File: config.mk
export PLATFORM = sky130hd
export DESIGN_NAME = vtr_unit
export DESIGN_NICKNAME = d
export VERILOG_FILES = /design/src/include/vtr_pkg.sv /design/src/vtr_unit.sv /design/src/vtr_edge_sync.sv
export SDC_FILE = /design/constraint.sdc
export NUM_CORES = 1
export LEC_CHECK = 0
export ABC_CLOCK_PERIOD_IN_PS = 3950
export BUFFER_PORTS_ARGS = -buffer_cell sky130_fd_sc_hd__buf_2
export CAP_MARGIN = 20
export CORE_MARGIN = 1
export CORE_UTILIZATION = 37
export CTS_CLUSTER_SIZE = 20
export DETAILED_ROUTE_END_ITERATION = 8
export GPL_ROUTABILITY_DRIVEN = 0
export SLEW_MARGIN = 15
export SYNTH_ARGS = -nofsm -noshare
export SYNTH_HDL_FRONTEND = slang
export SYNTH_SLANG_ARGS = --single-unit
File: constraint.sdc
create_clock -name pclk -period 3.95 [get_ports pclk]
set_clock_uncertainty 0.05 [all_clocks]
set_input_delay 0.1975 -clock pclk [delete_from_list [all_inputs] [get_ports pclk]]
set_output_delay 0.1975 -clock pclk [all_outputs]
set_load 0.005 [all_outputs]
File: src/include/vtr_pkg.sv
// package for the vector and table read unit
// Overview of operation
// - reset loads program counter with 000h
// - external pin either edge branches to 004h
// - timer overflow branches to 008h when allowed
// - time base event branches to 00ch
// - converter done branches to 010h
// - table pointer gives low eight address bits
// - current page uses program counter bits 10:8
// - last page forces bits 10:8 to ones
// - low word byte goes to operand register
// - upper word bits to high byte, zero filled
// - each table read takes two cycles
// - high byte register is read only
// - taken interrupt pushes program counter
// - full stack keeps flag, withholds acknowledge
package vtr_pkg;
  localparam int unsigned ADDR_W = 11;
  localparam int unsigned WORD_W = 14;
  localparam logic [10:0] VEC_RESET = 11'h000;
  localparam logic [10:0] VEC_EXT = 11'h004;
  localparam logic [10:0] VEC_TIMER = 11'h008;
  localparam logic [10:0] VEC_TBASE = 11'h00c;
  localparam logic [10:0] VEC_ADC = 11'h010;
  localparam logic [2:0] LAST_PAGE = 3'h7;
  localparam logic [7:0] TBL_LOW_RESET = 8'h00;
  localparam logic [7:0] TBL_HIGH_RESET = 8'h00;
  // apb map, one word per register
  localparam logic [7:0] OFF_TBL_LOW = 8'h00;
  localparam logic [7:0] OFF_TBL_HIGH = 8'h04;
  localparam logic [7:0] OFF_INT_EN = 8'h08;
  localparam logic [7:0] OFF_INT_STAT = 8'h0c;
  localparam logic [7:0] OFF_INT_CLR = 8'h10;
  localparam logic [7:0] OFF_PC = 8'h14;
  localparam logic [7:0] OFF_LAST_TBL = 8'h18;
  // event status bits
  localparam int unsigned EV_VEC = 0;
  localparam int unsigned EV_TBL = 1;
  localparam int unsigned EV_HELD = 2;
  localparam int unsigned EV_W = 3;

  typedef enum logic [1:0] {
    VTR_IDLE = 2'b00,
    VTR_FETCH = 2'b01,
    VTR_DONE = 2'b10
  } vtr_state_e;

  // one table read request from the core sequencer
  typedef struct packed {
    logic valid;
    logic last_page;
    logic [7:0] dest;
  } vtr_tbl_req_s;

  // completed table read toward data memory
  typedef struct packed {
    logic valid;
    logic [7:0] dest;
    logic [7:0] low_byte;
  } vtr_tbl_wr_s;
endpackage : vtr_pkg

File: src/vtr_unit.sv
// vector selection, interrupt acknowledge and table read unit
`timescale 1ns/100ps
module vtr_unit (
  // clock and reset
  input wire logic pclk,
  input wire logic presetn,
  // apb slave
  input wire logic psel,
  input wire logic penable,
  input wire logic pwrite,
  input wire logic [7:0] paddr,
  input wire logic [31:0] pwdata,
  output logic [31:0] prdata,
  output logic pready,
  output logic pslverr,
  // interrupt sources and enables
  input wire logic ext_int_pin,
  input wire logic timer_ovf,
  input wire logic tbase_evt,
  input wire logic adc_done,
  input wire logic [3:0] src_enable,
  input wire logic global_enable,
  // stack and sequencer handshake
  input wire logic stack_full,
  input wire logic [10:0] core_pc,
  input wire logic core_ready,
  output logic branch_valid,
  output logic [10:0] branch_addr,
  output logic push_valid,
  output logic [10:0] push_pc,
  output logic [3:0] pending,
  // table read request and program memory
  input wire vtr_pkg::vtr_tbl_req_s tbl_req,
  output logic tbl_busy,
  output logic pmem_rd,
  output logic [10:0] pmem_addr,
  input wire logic [13:0] pmem_data,
  output vtr_pkg::vtr_tbl_wr_s tbl_wr,
  // interrupt
  output logic irq
);
  ////////////////////////////////////////////////////////////////
  logic ext_edge;
  logic [3:0] flags;
  logic [3:0] raw;
  logic [3:0] ready_src;
  logic [3:0] grant;
  logic [7:0] tbl_low;
  logic [7:0] tbl_high;
  logic [10:0] last_tbl_addr;
  logic [10:0] pc_shadow;
  logic [vtr_pkg::EV_W-1:0] stat;
  logic [vtr_pkg::EV_W-1:0] int_en;
  logic reset_vec_done;
  logic held_evt;
  logic tbl_evt;
  vtr_pkg::vtr_state_e state;
  vtr_pkg::vtr_state_e next_state;
  vtr_pkg::vtr_tbl_req_s req_hold;
  logic apb_wr;
  logic apb_rd;
  logic branch_go;

  assign apb_wr = psel && penable && pwrite;
  assign apb_rd = psel && !penable && !pwrite;

  vtr_edge_sync u_ext_sync (
    .pclk(pclk),
    .presetn(presetn),
    .pin(ext_int_pin),
    .edge_seen(ext_edge)
  );

  ////////////////////////////////////////////////////////////////
  // request flags stay set until acknowledged, so a full stack only delays
  assign raw = {adc_done, tbase_evt, timer_ovf, ext_edge};
  assign ready_src = flags & src_enable & {4{global_enable}};
  // lowest vector first
  assign grant = ready_src & (~ready_src + 4'h1);

  always_ff @(posedge pclk or negedge presetn) begin
    if (!presetn) begin
      flags <= 4'h0;
    end else begin
      // a new event in the acknowledge cycle survives: set wins
      flags <= (flags & ~(branch_go ? grant : 4'h0)) | raw;
    end
  end

  assign branch_go = reset_vec_done && core_ready && !stack_full && (ready_src != 4'h0)
                     && (state == vtr_pkg::VTR_IDLE);

  function automatic logic [10:0] vec_of(input logic [3:0] g);
    logic [10:0] v;
    v = vtr_pkg::VEC_RESET;
    if (g[0]) v = vtr_pkg::VEC_EXT;
    if (g[1]) v = vtr_pkg::VEC_TIMER;
    if (g[2]) v = vtr_pkg::VEC_TBASE;
    if (g[3]) v = vtr_pkg::VEC_ADC;
    return v;
  endfunction : vec_of

  always_ff @(posedge pclk or negedge presetn) begin
    if (!presetn) begin
      reset_vec_done <= 1'b0;
      branch_valid <= 1'b0;
      branch_addr <= vtr_pkg::VEC_RESET;
      push_valid <= 1'b0;
      push_pc <= vtr_pkg::VEC_RESET;
      pending <= 4'h0;
    end else begin
      pending <= flags;
      push_valid <= 1'b0;
      branch_valid <= 1'b0;
      if (!reset_vec_done) begin
        reset_vec_done <= 1'b1;
        branch_valid <= 1'b1;
        branch_addr <= vtr_pkg::VEC_RESET;
      end else if (branch_go) begin
        branch_valid <= 1'b1;
        branch_addr <= vec_of(grant);
        push_valid <= 1'b1;
        push_pc <= core_pc;
      end
    end
  end

  assign held_evt = reset_vec_done && stack_full && (ready_src != 4'h0);

  a_reset_vector: assert property (@(posedge pclk) disable iff (!presetn)
    $rose(reset_vec_done) |-> branch_valid && branch_addr == 11'h000)
    else $error("reset vector not 000h");
  a_ext_vector: assert property (@(posedge pclk) disable iff (!presetn)
    branch_go && grant == 4'h1 |=> branch_addr == 11'h004)
    else $error("external vector wrong");
  a_timer_vector: assert property (@(posedge pclk) disable iff (!presetn)
    branch_go && grant == 4'h2 |=> branch_addr == 11'h008)
    else $error("timer vector wrong");
  a_tbase_vector: assert property (@(posedge pclk) disable iff (!presetn)
    branch_go && grant == 4'h4 |=> branch_addr == 11'h00c)
    else $error("time base vector wrong");
  a_adc_vector: assert property (@(posedge pclk) disable iff (!presetn)
    branch_go && grant == 4'h8 |=> branch_addr == 11'h010)
    else $error("converter vector wrong");
  a_full_stack_hold: assert property (@(posedge pclk) disable iff (!presetn)
    stack_full && reset_vec_done |=> !push_valid && !branch_valid)
    else $error("acknowledge while stack full");
  a_push_pairs: assert property (@(posedge pclk) disable iff (!presetn)
    push_valid |-> branch_valid && push_pc == $past(core_pc))
    else $error("push without branch");
  a_priority_low: assert property (@(posedge pclk) disable iff (!presetn)
    branch_go && ready_src[0] |=> branch_addr == 11'h004)
    else $error("priority order broken");

  ////////////////////////////////////////////////////////////////
  // table read: address cycle then data cycle
  always_comb begin
    next_state = state;
    unique case (state)
      vtr_pkg::VTR_IDLE: if (tbl_req.valid) next_state = vtr_pkg::VTR_FETCH;
      vtr_pkg::VTR_FETCH: next_state = vtr_pkg::VTR_DONE;
      vtr_pkg::VTR_DONE: next_state = vtr_pkg::VTR_IDLE;
      default: next_state = vtr_pkg::VTR_IDLE;
    endcase
  end

  always_ff @(posedge pclk or negedge presetn) begin
    if (!presetn) begin
      state <= vtr_pkg::VTR_IDLE;
      req_hold <= '0;
      pmem_rd <= 1'b0;
      pmem_addr <= vtr_pkg::VEC_RESET;
      pc_shadow <= vtr_pkg::VEC_RESET;
      tbl_busy <= 1'b0;
    end else begin
      state <= next_state;
      pmem_rd <= 1'b0;
      if (state == vtr_pkg::VTR_IDLE && tbl_req.valid) begin
        req_hold <= tbl_req;
        pc_shadow <= core_pc;
        pmem_rd <= 1'b1;
        tbl_busy <= 1'b1;
        pmem_addr <= {tbl_req.last_page ? vtr_pkg::LAST_PAGE : core_pc[10:8], tbl_low};
      end else if (state == vtr_pkg::VTR_FETCH) begin
        tbl_busy <= 1'b0;
      end
    end
  end

  always_ff @(posedge pclk or negedge presetn) begin
    if (!presetn) begin
      tbl_wr <= '0;
      tbl_high <= vtr_pkg::TBL_HIGH_RESET;
      last_tbl_addr <= vtr_pkg::VEC_RESET;
      tbl_evt <= 1'b0;
    end else begin
      tbl_wr.valid <= 1'b0;
      tbl_evt <= 1'b0;
      if (state == vtr_pkg::VTR_FETCH) begin
        tbl_wr.valid <= 1'b1;
        tbl_wr.dest <= req_hold.dest;
        tbl_wr.low_byte <= pmem_data[7:0];
        tbl_high <= {2'h0, pmem_data[13:8]};
        last_tbl_addr <= pmem_addr;
        tbl_evt <= 1'b1;
      end
    end
  end

  a_table_two_cycle: assert property (@(posedge pclk) disable iff (!presetn)
    state == vtr_pkg::VTR_IDLE && tbl_req.valid |=> pmem_rd ##1 tbl_wr.valid)
    else $error("table read not two cycles");
  a_last_page: assert property (@(posedge pclk) disable iff (!presetn)
    state == vtr_pkg::VTR_IDLE && tbl_req.valid && tbl_req.last_page |=> pmem_addr[10:8] == 3'h7)
    else $error("last page bits not ones");
  a_cur_page: assert property (@(posedge pclk) disable iff (!presetn)
    state == vtr_pkg::VTR_IDLE && tbl_req.valid && !tbl_req.last_page
    |=> pmem_addr[10:8] == $past(core_pc[10:8]) && pmem_addr[7:0] == $past(tbl_low))
    else $error("current page address wrong");
  a_high_fill: assert property (@(posedge pclk) disable iff (!presetn)
    tbl_wr.valid |-> tbl_high == {2'h0, $past(pmem_data[13:8])} && tbl_wr.low_byte == $past(pmem_data[7:0]))
    else $error("table data split wrong");
  a_high_ro: assert property (@(posedge pclk) disable iff (!presetn)
    apb_wr && paddr == vtr_pkg::OFF_TBL_HIGH && state != vtr_pkg::VTR_FETCH |=> $stable(tbl_high))
    else $error("high byte altered by write");

  ////////////////////////////////////////////////////////////////
  // apb registers; zero wait states, unmapped reads zero with pslverr
  logic [vtr_pkg::EV_W-1:0] stat_set;
  assign stat_set = {held_evt, tbl_evt, branch_go};
  logic [vtr_pkg::EV_W-1:0] stat_clr;
  assign stat_clr = (apb_wr && paddr == vtr_pkg::OFF_INT_CLR) ? pwdata[vtr_pkg::EV_W-1:0] : '0;

  always_ff @(posedge pclk or negedge presetn) begin
    if (!presetn) begin
      tbl_low <= vtr_pkg::TBL_LOW_RESET;
      int_en <= '0;
    end else if (apb_wr) begin
      if (paddr == vtr_pkg::OFF_TBL_LOW) tbl_low <= pwdata[7:0];
      if (paddr == vtr_pkg::OFF_INT_EN) int_en <= pwdata[vtr_pkg::EV_W-1:0];
    end
  end

  always_ff @(posedge pclk or negedge presetn) begin
    if (!presetn) begin
      stat <= '0;
      irq <= 1'b0;
    end else begin
      stat <= (stat & ~stat_clr) | stat_set;
      irq <= |(((stat & ~stat_clr) | stat_set) & int_en);
    end
  end

  always_ff @(posedge pclk or negedge presetn) begin
    if (!presetn) begin
      prdata <= 32'h0;
      pready <= 1'b0;
      pslverr <= 1'b0;
    end else begin
      pready <= psel && !penable;
      pslverr <= 1'b0;
      if (apb_rd) begin
        unique case (paddr)
          vtr_pkg::OFF_TBL_LOW: prdata <= {24'h0, tbl_low};
          vtr_pkg::OFF_TBL_HIGH: prdata <= {24'h0, tbl_high};
          vtr_pkg::OFF_INT_EN: prdata <= {29'h0, int_en};
          vtr_pkg::OFF_INT_STAT: prdata <= {29'h0, stat};
          vtr_pkg::OFF_PC: prdata <= {21'h0, pc_shadow};
          vtr_pkg::OFF_LAST_TBL: prdata <= {21'h0, last_tbl_addr};
          default: begin
            prdata <= 32'h0;
            pslverr <= (paddr != vtr_pkg::OFF_INT_CLR);
          end
        endcase
      end else if (psel && !penable && pwrite) begin
        prdata <= 32'h0;
        pslverr <= !(paddr == vtr_pkg::OFF_TBL_LOW || paddr == vtr_pkg::OFF_INT_EN
                     || paddr == vtr_pkg::OFF_INT_CLR || paddr == vtr_pkg::OFF_TBL_HIGH);
      end
    end
  end
endmodule : vtr_unit

File: src/vtr_edge_sync.sv
// two flop synchroniser with both-edge detector
`timescale 1ns/100ps
module vtr_edge_sync (
  // clock and reset
  input wire logic pclk,
  input wire logic presetn,
  // pin and result
  input wire logic pin,
  output logic edge_seen
);
  logic meta;
  logic sync;
  logic prev;

  always_ff @(posedge pclk or negedge presetn) begin
    if (!presetn) begin
      meta <= 1'b0;
      sync <= 1'b0;
      prev <= 1'b0;
      edge_seen <= 1'b0;
    end else begin
      meta <= pin;
      sync <= meta;
      prev <= sync;
      edge_seen <= sync ^ prev;
    end
  end
endmodule : vtr_edge_sync

==> results of run 1 <==
flip-flops by register name, indices dropped and copies added (netlist names), 6 cells and up:
register and count:
tbl_wr 16, last_tbl_addr 11, pc_shadow 11, pmem_addr 11, prdata 11, push_pc 11
req_hold 8, tbl_low 8, tbl_high 6
Yosys cell counts (all sizes together) (4+ instances only):
library cell,n
a21o,4
a22o,13
a221oi,4
nor3,4
a22oi,8
inv,8
nor3b,4
clkbuf,4
mux2,85
nor2b,7
buf,41
dfrtp,125
nand3,9
nand2,16
a21oi,4
nor2,12
through the flow:
stage                     std cells  util [%]
after floorplan                 419         -
after global placement          687      43.2
after detailed placement        687      43.2
after CTS                       761      50.4
after global routing            763      50.8
final                           763      50.8
cell families (layout without fill, tap and decap cells):
kind of cell             after synthesis  in the layout  synth area share (%)
AO/OA/AOI/OAI                         54             54                  8.48
multiplexers                          88             88                  18.5
adder cells (fa/ha/maj)                1              1                 0.188
AND/OR/NAND/NOR                       67             67                  7.56
XOR/XNOR                               1              1                 0.164
flip-flops                           125            125                  58.7
other                                  2             30                 0.141
buffers and inverters                 53            217                  6.25
layer usage:
layer | part of all wire (%) | up-vias
met3 | 5.8 | 22
met4 | 1.8 | 0
met1 | 44 | 1861
met5 | 0 | -
met2 | 48 | 117
li1 | - | 1709
worst paths after layout:
check	from	endpoint	slack, ns	cells past startpoint
min in group asynchronous	presetn	pc_shadow[6]$_DFFE_PN0P_	0.17	2
worst min register to register	u_ext_sync.meta$_DFF_PN0_	u_ext_sync.sync$_DFF_PN0_	0.31	0
max in group asynchronous	presetn	flags[1]$_DFF_PN0_	2.72	4
worst min-delay path	core_pc[9]	push_pc[9]$_DFFE_PN0P_	0.02	2
worst max-delay path	state[1]$_DFFE_PN0P_	branch_addr[2]$_DFFE_PN0P_	1.59	4
worst max register to register	state[1]$_DFFE_PN0P_	branch_addr[2]$_DFFE_PN0P_	1.59	4
final cells by class:
class | count | area share [%]
Inverter | 8 | 0.422
Tap cell | 180 | 3.17
Clock inverter | 11 | 1.64
Timing Repair Buffer | 177 | 16.2
Multi-Input combinational cell | 241 | 28.0
Sequential cell | 125 | 44.0
Clock buffer | 21 | 6.62
power groups by stage:
stage	registers, uW	logic [uW]	clock network [uW]
2_1_floorplan	1620	323	0
5_1_grt	1650	669	1610
6_report	1620	600	1520
3_5_place_dp	1640	560	0
3_3_place_gp	1630	546	0
4_1_cts	1620	595	1550
==> summary.md, run 1 <==
| Metric | Value |
|---|---|
| I/O pin count | approximately 180 |
| Pwr dens | 527 nW/um^2 |
| Synth area leader | dfrtp_1 |
| Clk slew on worst S/H paths | 0.05 ns |
| Vias per cell | 4.86 |
| Setup TNS | 0 ns |
| Nets@finish | ~660 |
| Via Count | 3709 |
| # fillers | roughly 1200 |
| Int Power | between 2000 and 3000 uW |
| Max_cap viols | 0 |
| Total setup buffers inserted after CTS | 0 |
| Slew headroom | between 20% and 30% |
| Initial antenna violation count | 0 |
| Cts hold-fix bufs | 42 |
| Critical path class | flop to flop |
| Register bit total from synthesis | 125 |
| WP data arrival | between 2 and 3 ns |
| Gr busiest metal | met2 |
| Clock group share of total power | between 40% and 50% |
| Hold WS | roughly 0.02 ns |
| CP delay by family, top | compound AO/OA/AOI/OAI gates |
| Largest net degree at the start of global routing | 83 |
| Most common cell after layout, fill and taps aside | buf_2 |
| DR WL/cell | roughly 16 um |
| Cell Area, Synth | 5330 um^2 |
| Chip Width | ~120 um |
| Starting DRC count in detailed routing | ~120 |
| Final ANT Viol Nets | 0 |
| HPWL reported at the end of detailed placement | about 8300 um |
| Sink Count | approximately 130 |
| Synth area leaders | dfrtp_1, mux2_2, buf_4, a22o_1, a22oi_1 |
| Core footprint | roughly 14000 um^2 |
| Commonest non-fill, non-tap cells in the layout | buf_2, dfrtp_1, mux2_2, dlygate4sd3_1, conb_1 |
| PortBufs | 130 |
| Total CTS buffers | 17 |
| Syn_area_per_cell | 13.6 um^2 |
| H-tree depth | 4 |
| Crit path cell chain | nand4bb_4 > a311oi_4 > nor2b_1 > a22o_1 |
| CTS resizes | 0 |
| Multi-input gate area | 1990 um^2 |
| Share of layout cells above drive strength 1 | a little under half |
| Layout overhead on the synthesized area | 33.4% |
| CTS tree | built |
| Cells after Synth | just under 400 |
| NetSw | 925 uW |
| Placed cell areas | just over 6000 um^2 |
| GRT overflow | 0 |
| Status | completed |
| Die ar. | 14900 um^2 |
| Slowest cell on crit path | a311oi_4 |
| Tmin final | 2.36 ns |
| Drc violations | 0 |
| Final Cell Area | 7110 um^2 |
| Worst slack at placement | approximately 1.5 ns |
| Ant diodes | 0 |
| Comb pwr share | between 15 and 20% |
| Slowest Stage Delay on Critical Path | 0.93 ns |
| Sequential fraction of the synthesis area | about three fifths |
| Net switching fraction of the power | between 20% and 30% |
| Met1 usage | a little under a quarter |
| Die height | 122 um |
| RSZ-0062 raised after global routing | no |
| Synth unique cells | 49 |
| Worst slew pin tran | roughly 1.1 ns |
| Worst min-delay path category | input pin to flop |
| Leak | about 0.0034 uW |
| Synth top area share | approximately 59% |
| DR pass1 iterations | 4 |
| Synth warn | 0 |
| Maximum fanout along the worst path | 15 |
| Post-synth EDFFs | 0 |
| Cell row count | 43 |
| CP Capture Type | flop |
| Count of final setup violators | 0 |
| Setup ws final | roughly 1.6 ns |
| Clock Path Buffers | 2 |
| Final hold viol count | 0 |
| Synth Flop Type | dfrtp_1 |
| Met2 usage | 28.2% |
| Ratio of final minimum period to clock period | roughly three fifths |
| GR Layer Usage met3 | under 10% |
| Worst skew pair latency | 0.41 ns |
| Max VDD drop | between 200 and 300 uV |
| Sequential Power Share | between 40% and 50% |
| Post-synth ARST share | 100% |
| Starting Density | between 30% and 40% |
| Clock root buffer master | clkbuf_16 |
| First-pass GRT wire length | about 20000 um |
| Setup crit start kind | flop |
| Total chip power | approximately 3700 uW |
| Slew Viols, Final | 0 |
| Achievable Freq | about 420 MHz |
| Data required, critical path | between 4 and 5 ns |
| Register Area | 3130 um^2 |
| Gr usage total | 18.1% |
| WP buf/inv | 0 |
| Drt total wl | 12500 um |
| Vias in the first global route | ~3800 |
No activity file was read; power rests on OpenSTA's default activity.
==> run 2, diff against run 1 <==
ABC_CLOCK_PERIOD_IN_PS = 1900   (was 3950)
clock period = 1.9 ns   (was 3.95 ns; I/O delays follow)
==> run 2 against run 1 <==
Combinational power increased by 120%. Power rose by 110%. Non-clock buffer count grew 21. Worst hold slack gained 0.045 ns. Sequential power is 110% higher. First-iteration DRC count rose by 22%. Wire length is 1.9% lower. Clock power up 120%. Flip-flop and latch count stayed put. Fmax increased by 38%.
==> summary.md, run 2 (same netlist as run 1, synthesis figures left out) <==
| Metric | Value |
|---|---|
| HPWL reported at the end of detailed placement | 8410 um (+0.95%) |
| Register Area | 3130 um^2 (unchanged) |
| Critical path class | flop to flop |
| Final hold viol count | 0 (unchanged) |
| Clk slew on worst S/H paths | 0.05 ns (about the same) |
| Status | completed |
| Multi-input gate area | 1990 um^2 (unchanged) |
| Maximum fanout along the worst path | 15 (unchanged) |
| DR pass1 iterations | 4 (unchanged) |
| Die ar. | 14900 um^2 (unchanged) |
| Critical Path Start | flags[1]$_DFF_PN0_ |
| Setup ws final | 0.184 ns (-1.40 ns) |
| CTS resizes | 0 (unchanged) |
| First-pass GRT wire length | 19500 um (-1.9%) |
| Worst slew pin tran | 0.667 ns (-0.398 ns) |
| Slew Viols, Final | 0 (unchanged) |
| PortBufs | 130 (unchanged) |
| Layout overhead on the synthesized area | 37.6% |
| Setup crit start kind | flop |
| Drc violations | 0 (unchanged) |
| Gr usage total | 17.6% (-0.44 points) |
| End of the worst hold path | pslverr$_DFF_PN0_ |
| Sink Count | 125 (unchanged) |
| Max VDD drop | 730 uV (+160%) |
| Hold Path Depth | 3 (+1) |
| Ratio of final minimum period to clock period | 90.3% (+30 points) |
| Chip Width | 122 um (unchanged) |
| RSZ-0062 raised after global routing | no |
| Slew headroom | 55.5% (+27 points) |
| WP data arrival | 2.01 ns (-0.60 ns) |
| Total CTS buffers | 17 (unchanged) |
| Count of final setup violators | 0 (unchanged) |
| Drt total wl | 12300 um (-1.9%) |
| Cell row count | 43 (unchanged) |
| Slowest cell on crit path | dfrtp_1 |
| Die height | 122 um (unchanged) |
| Clock root buffer master | clkbuf_16 |
| Setup TNS | 0 ns (unchanged) |
| Initial antenna violation count | 0 (unchanged) |
| Leak | 0.00351 uW (+3.6%) |
| Nets@finish | 682 (+3.2%) |
| Starting Density | 38.1% (unchanged) |
| Starting DRC count in detailed routing | 145 (+22%) |
| DR WL/cell | 15.7 um (-4.3%) |
| Hold path startpoint | pwrite |
| Final ANT Viol Nets | 0 (unchanged) |
| Max_cap viols | 0 (unchanged) |
| Clock Path Buffers | 2 (unchanged) |
| Data required, critical path | 2.19 ns (-2.00 ns) |
| Final Non-Filler Cells | 782 (+2.5%) |
| Largest net degree at the start of global routing | 126 (+52%) |
| Max reg flops | 16 (unchanged) |
| Vias in the first global route | 3869 (+1.9%) |
| Worst min-delay path category | input pin to flop |
| Worst skew pair latency | 0.41 ns (about the same) |
| Crit path cell chain | a22oi_1 > a311oi_4 > buf_12 > nor2b_1 > a22o_1 |
| Slowest Stage Delay on Critical Path | 0.41 ns (-0.52 ns) |
| CP Capture Type | flop |
| Tmin final | 1.72 ns (-0.648 ns) |
| H-tree depth | 4 (unchanged) |
| Via Count | 3775 (+1.8%) |
| GRT overflow | 0 (unchanged) |
| Share of layout cells above drive strength 1 | 45.5% (+0.23 points) |
| Pwr dens | 1080 nW/um^2 (+110%) |
| Vias per cell | 4.83 (-0.69%) |
| RR Endpoint | branch_addr[2]$_DFFE_PN0P_ |
| Core footprint | 14000 um^2 (unchanged) |
| Placed Cells | 701 (+2.0%) |
| Ant diodes | 0 (unchanged) |
| Worst R2R Start | flags[1]$_DFF_PN0_ |
| Total chip power | 7940 uW (+110%) |
| Top reg by flops | tbl_wr |
| I/O pin count | 184 (unchanged) |
| Achievable Freq | 583 MHz (+38%) |
| Most common cell after layout, fill and taps aside | buf_2 |
| CTS tree | built |
| R2r setup slk | 0.18 ns (-1.40 ns) |
| Worst slack at placement | 0.189 ns (-1.32 ns) |
| Worst R2R Path Depth | 5 (+1) |
| Hold WS | 0.0648 ns (+0.0453 ns) |
| Commonest non-fill, non-tap cells in the layout | buf_2, dfrtp_1, mux2_2, dlygate4sd3_1, conb_1 |
| # fillers | 1191 (-1.5%) |
run 2: worst max-delay path by stage:
stage	endpoint	slack [ns]	cells after the start
after global placement	branch_addr[2]$_DFFE_PN0P_	0.21	5
after detailed placement	tbl_low[1]$_DFFE_PN0P_	0.19	6
final	branch_addr[2]$_DFFE_PN0P_	0.18	5
after global routing	branch_addr[2]$_DFFE_PN0P_	0.1	5
after CTS	branch_addr[2]$_DFFE_PN0P_	0.21	5
after floorplan	push_pc[3]$_DFFE_PN0P_	0.18	4
run 2: power by group:
group	internal, uW	switching (uW)	total, uW
registers	3120	231	3350
logic	754	540	1290
clock network	2210	1090	3300
total	6080	1860	7940
run 2: critical path: cells and delay by family (launching register included):
kind	cells	cell delay, ns
AOI/OAI and AO/OA	3	0.73
DFF	1	0.41
and+or+nand+nor	1	0.28
buffers and inverters	1	0.19
run 2: area by class of cell:
type                    count  share of cell area, %
multi-input cells         241                   27.1
flip-flops and latches    125                   42.7
repair buffers            198                   18.5
inverters                   8                  0.410
well taps                 180                   3.07
clock inverters             7                   1.50
clock buffers              23                   6.79
run 2: per-stage QoR:
| stage | util, % | instance area, um^2 |
|---|---|---|
| detailed placement | 44.4 | 6210 |
| global placement | 44.4 | 6210 |
| floorplan | - | 5430 |
| CTS | 52.4 | 7330 |
| finish | 52.4 | 7330 |
| global route | 52.4 | 7330 |
run 2: timing repair:
| action | 4_1_cts | 5_1_grt |
|---|---|---|
| endpoints found under the setup margin | 0 | 0 |
| buffers inserted | 0 | 0 |
| hold endpoints to repair | 193 | 0 |
| hold buffers | 51 | 0 |
run 2: metal layers:
layer | vias up | routed length, um | track usage [%]
li1 | 1754 | - | -
met4 | 0 | 317 | 9.03
met1 | 1863 | 5410 | 22.2
met2 | 137 | 5810 | 27.1
met3 | 21 | 736 | 5.52
met5 | - | 0 | 0
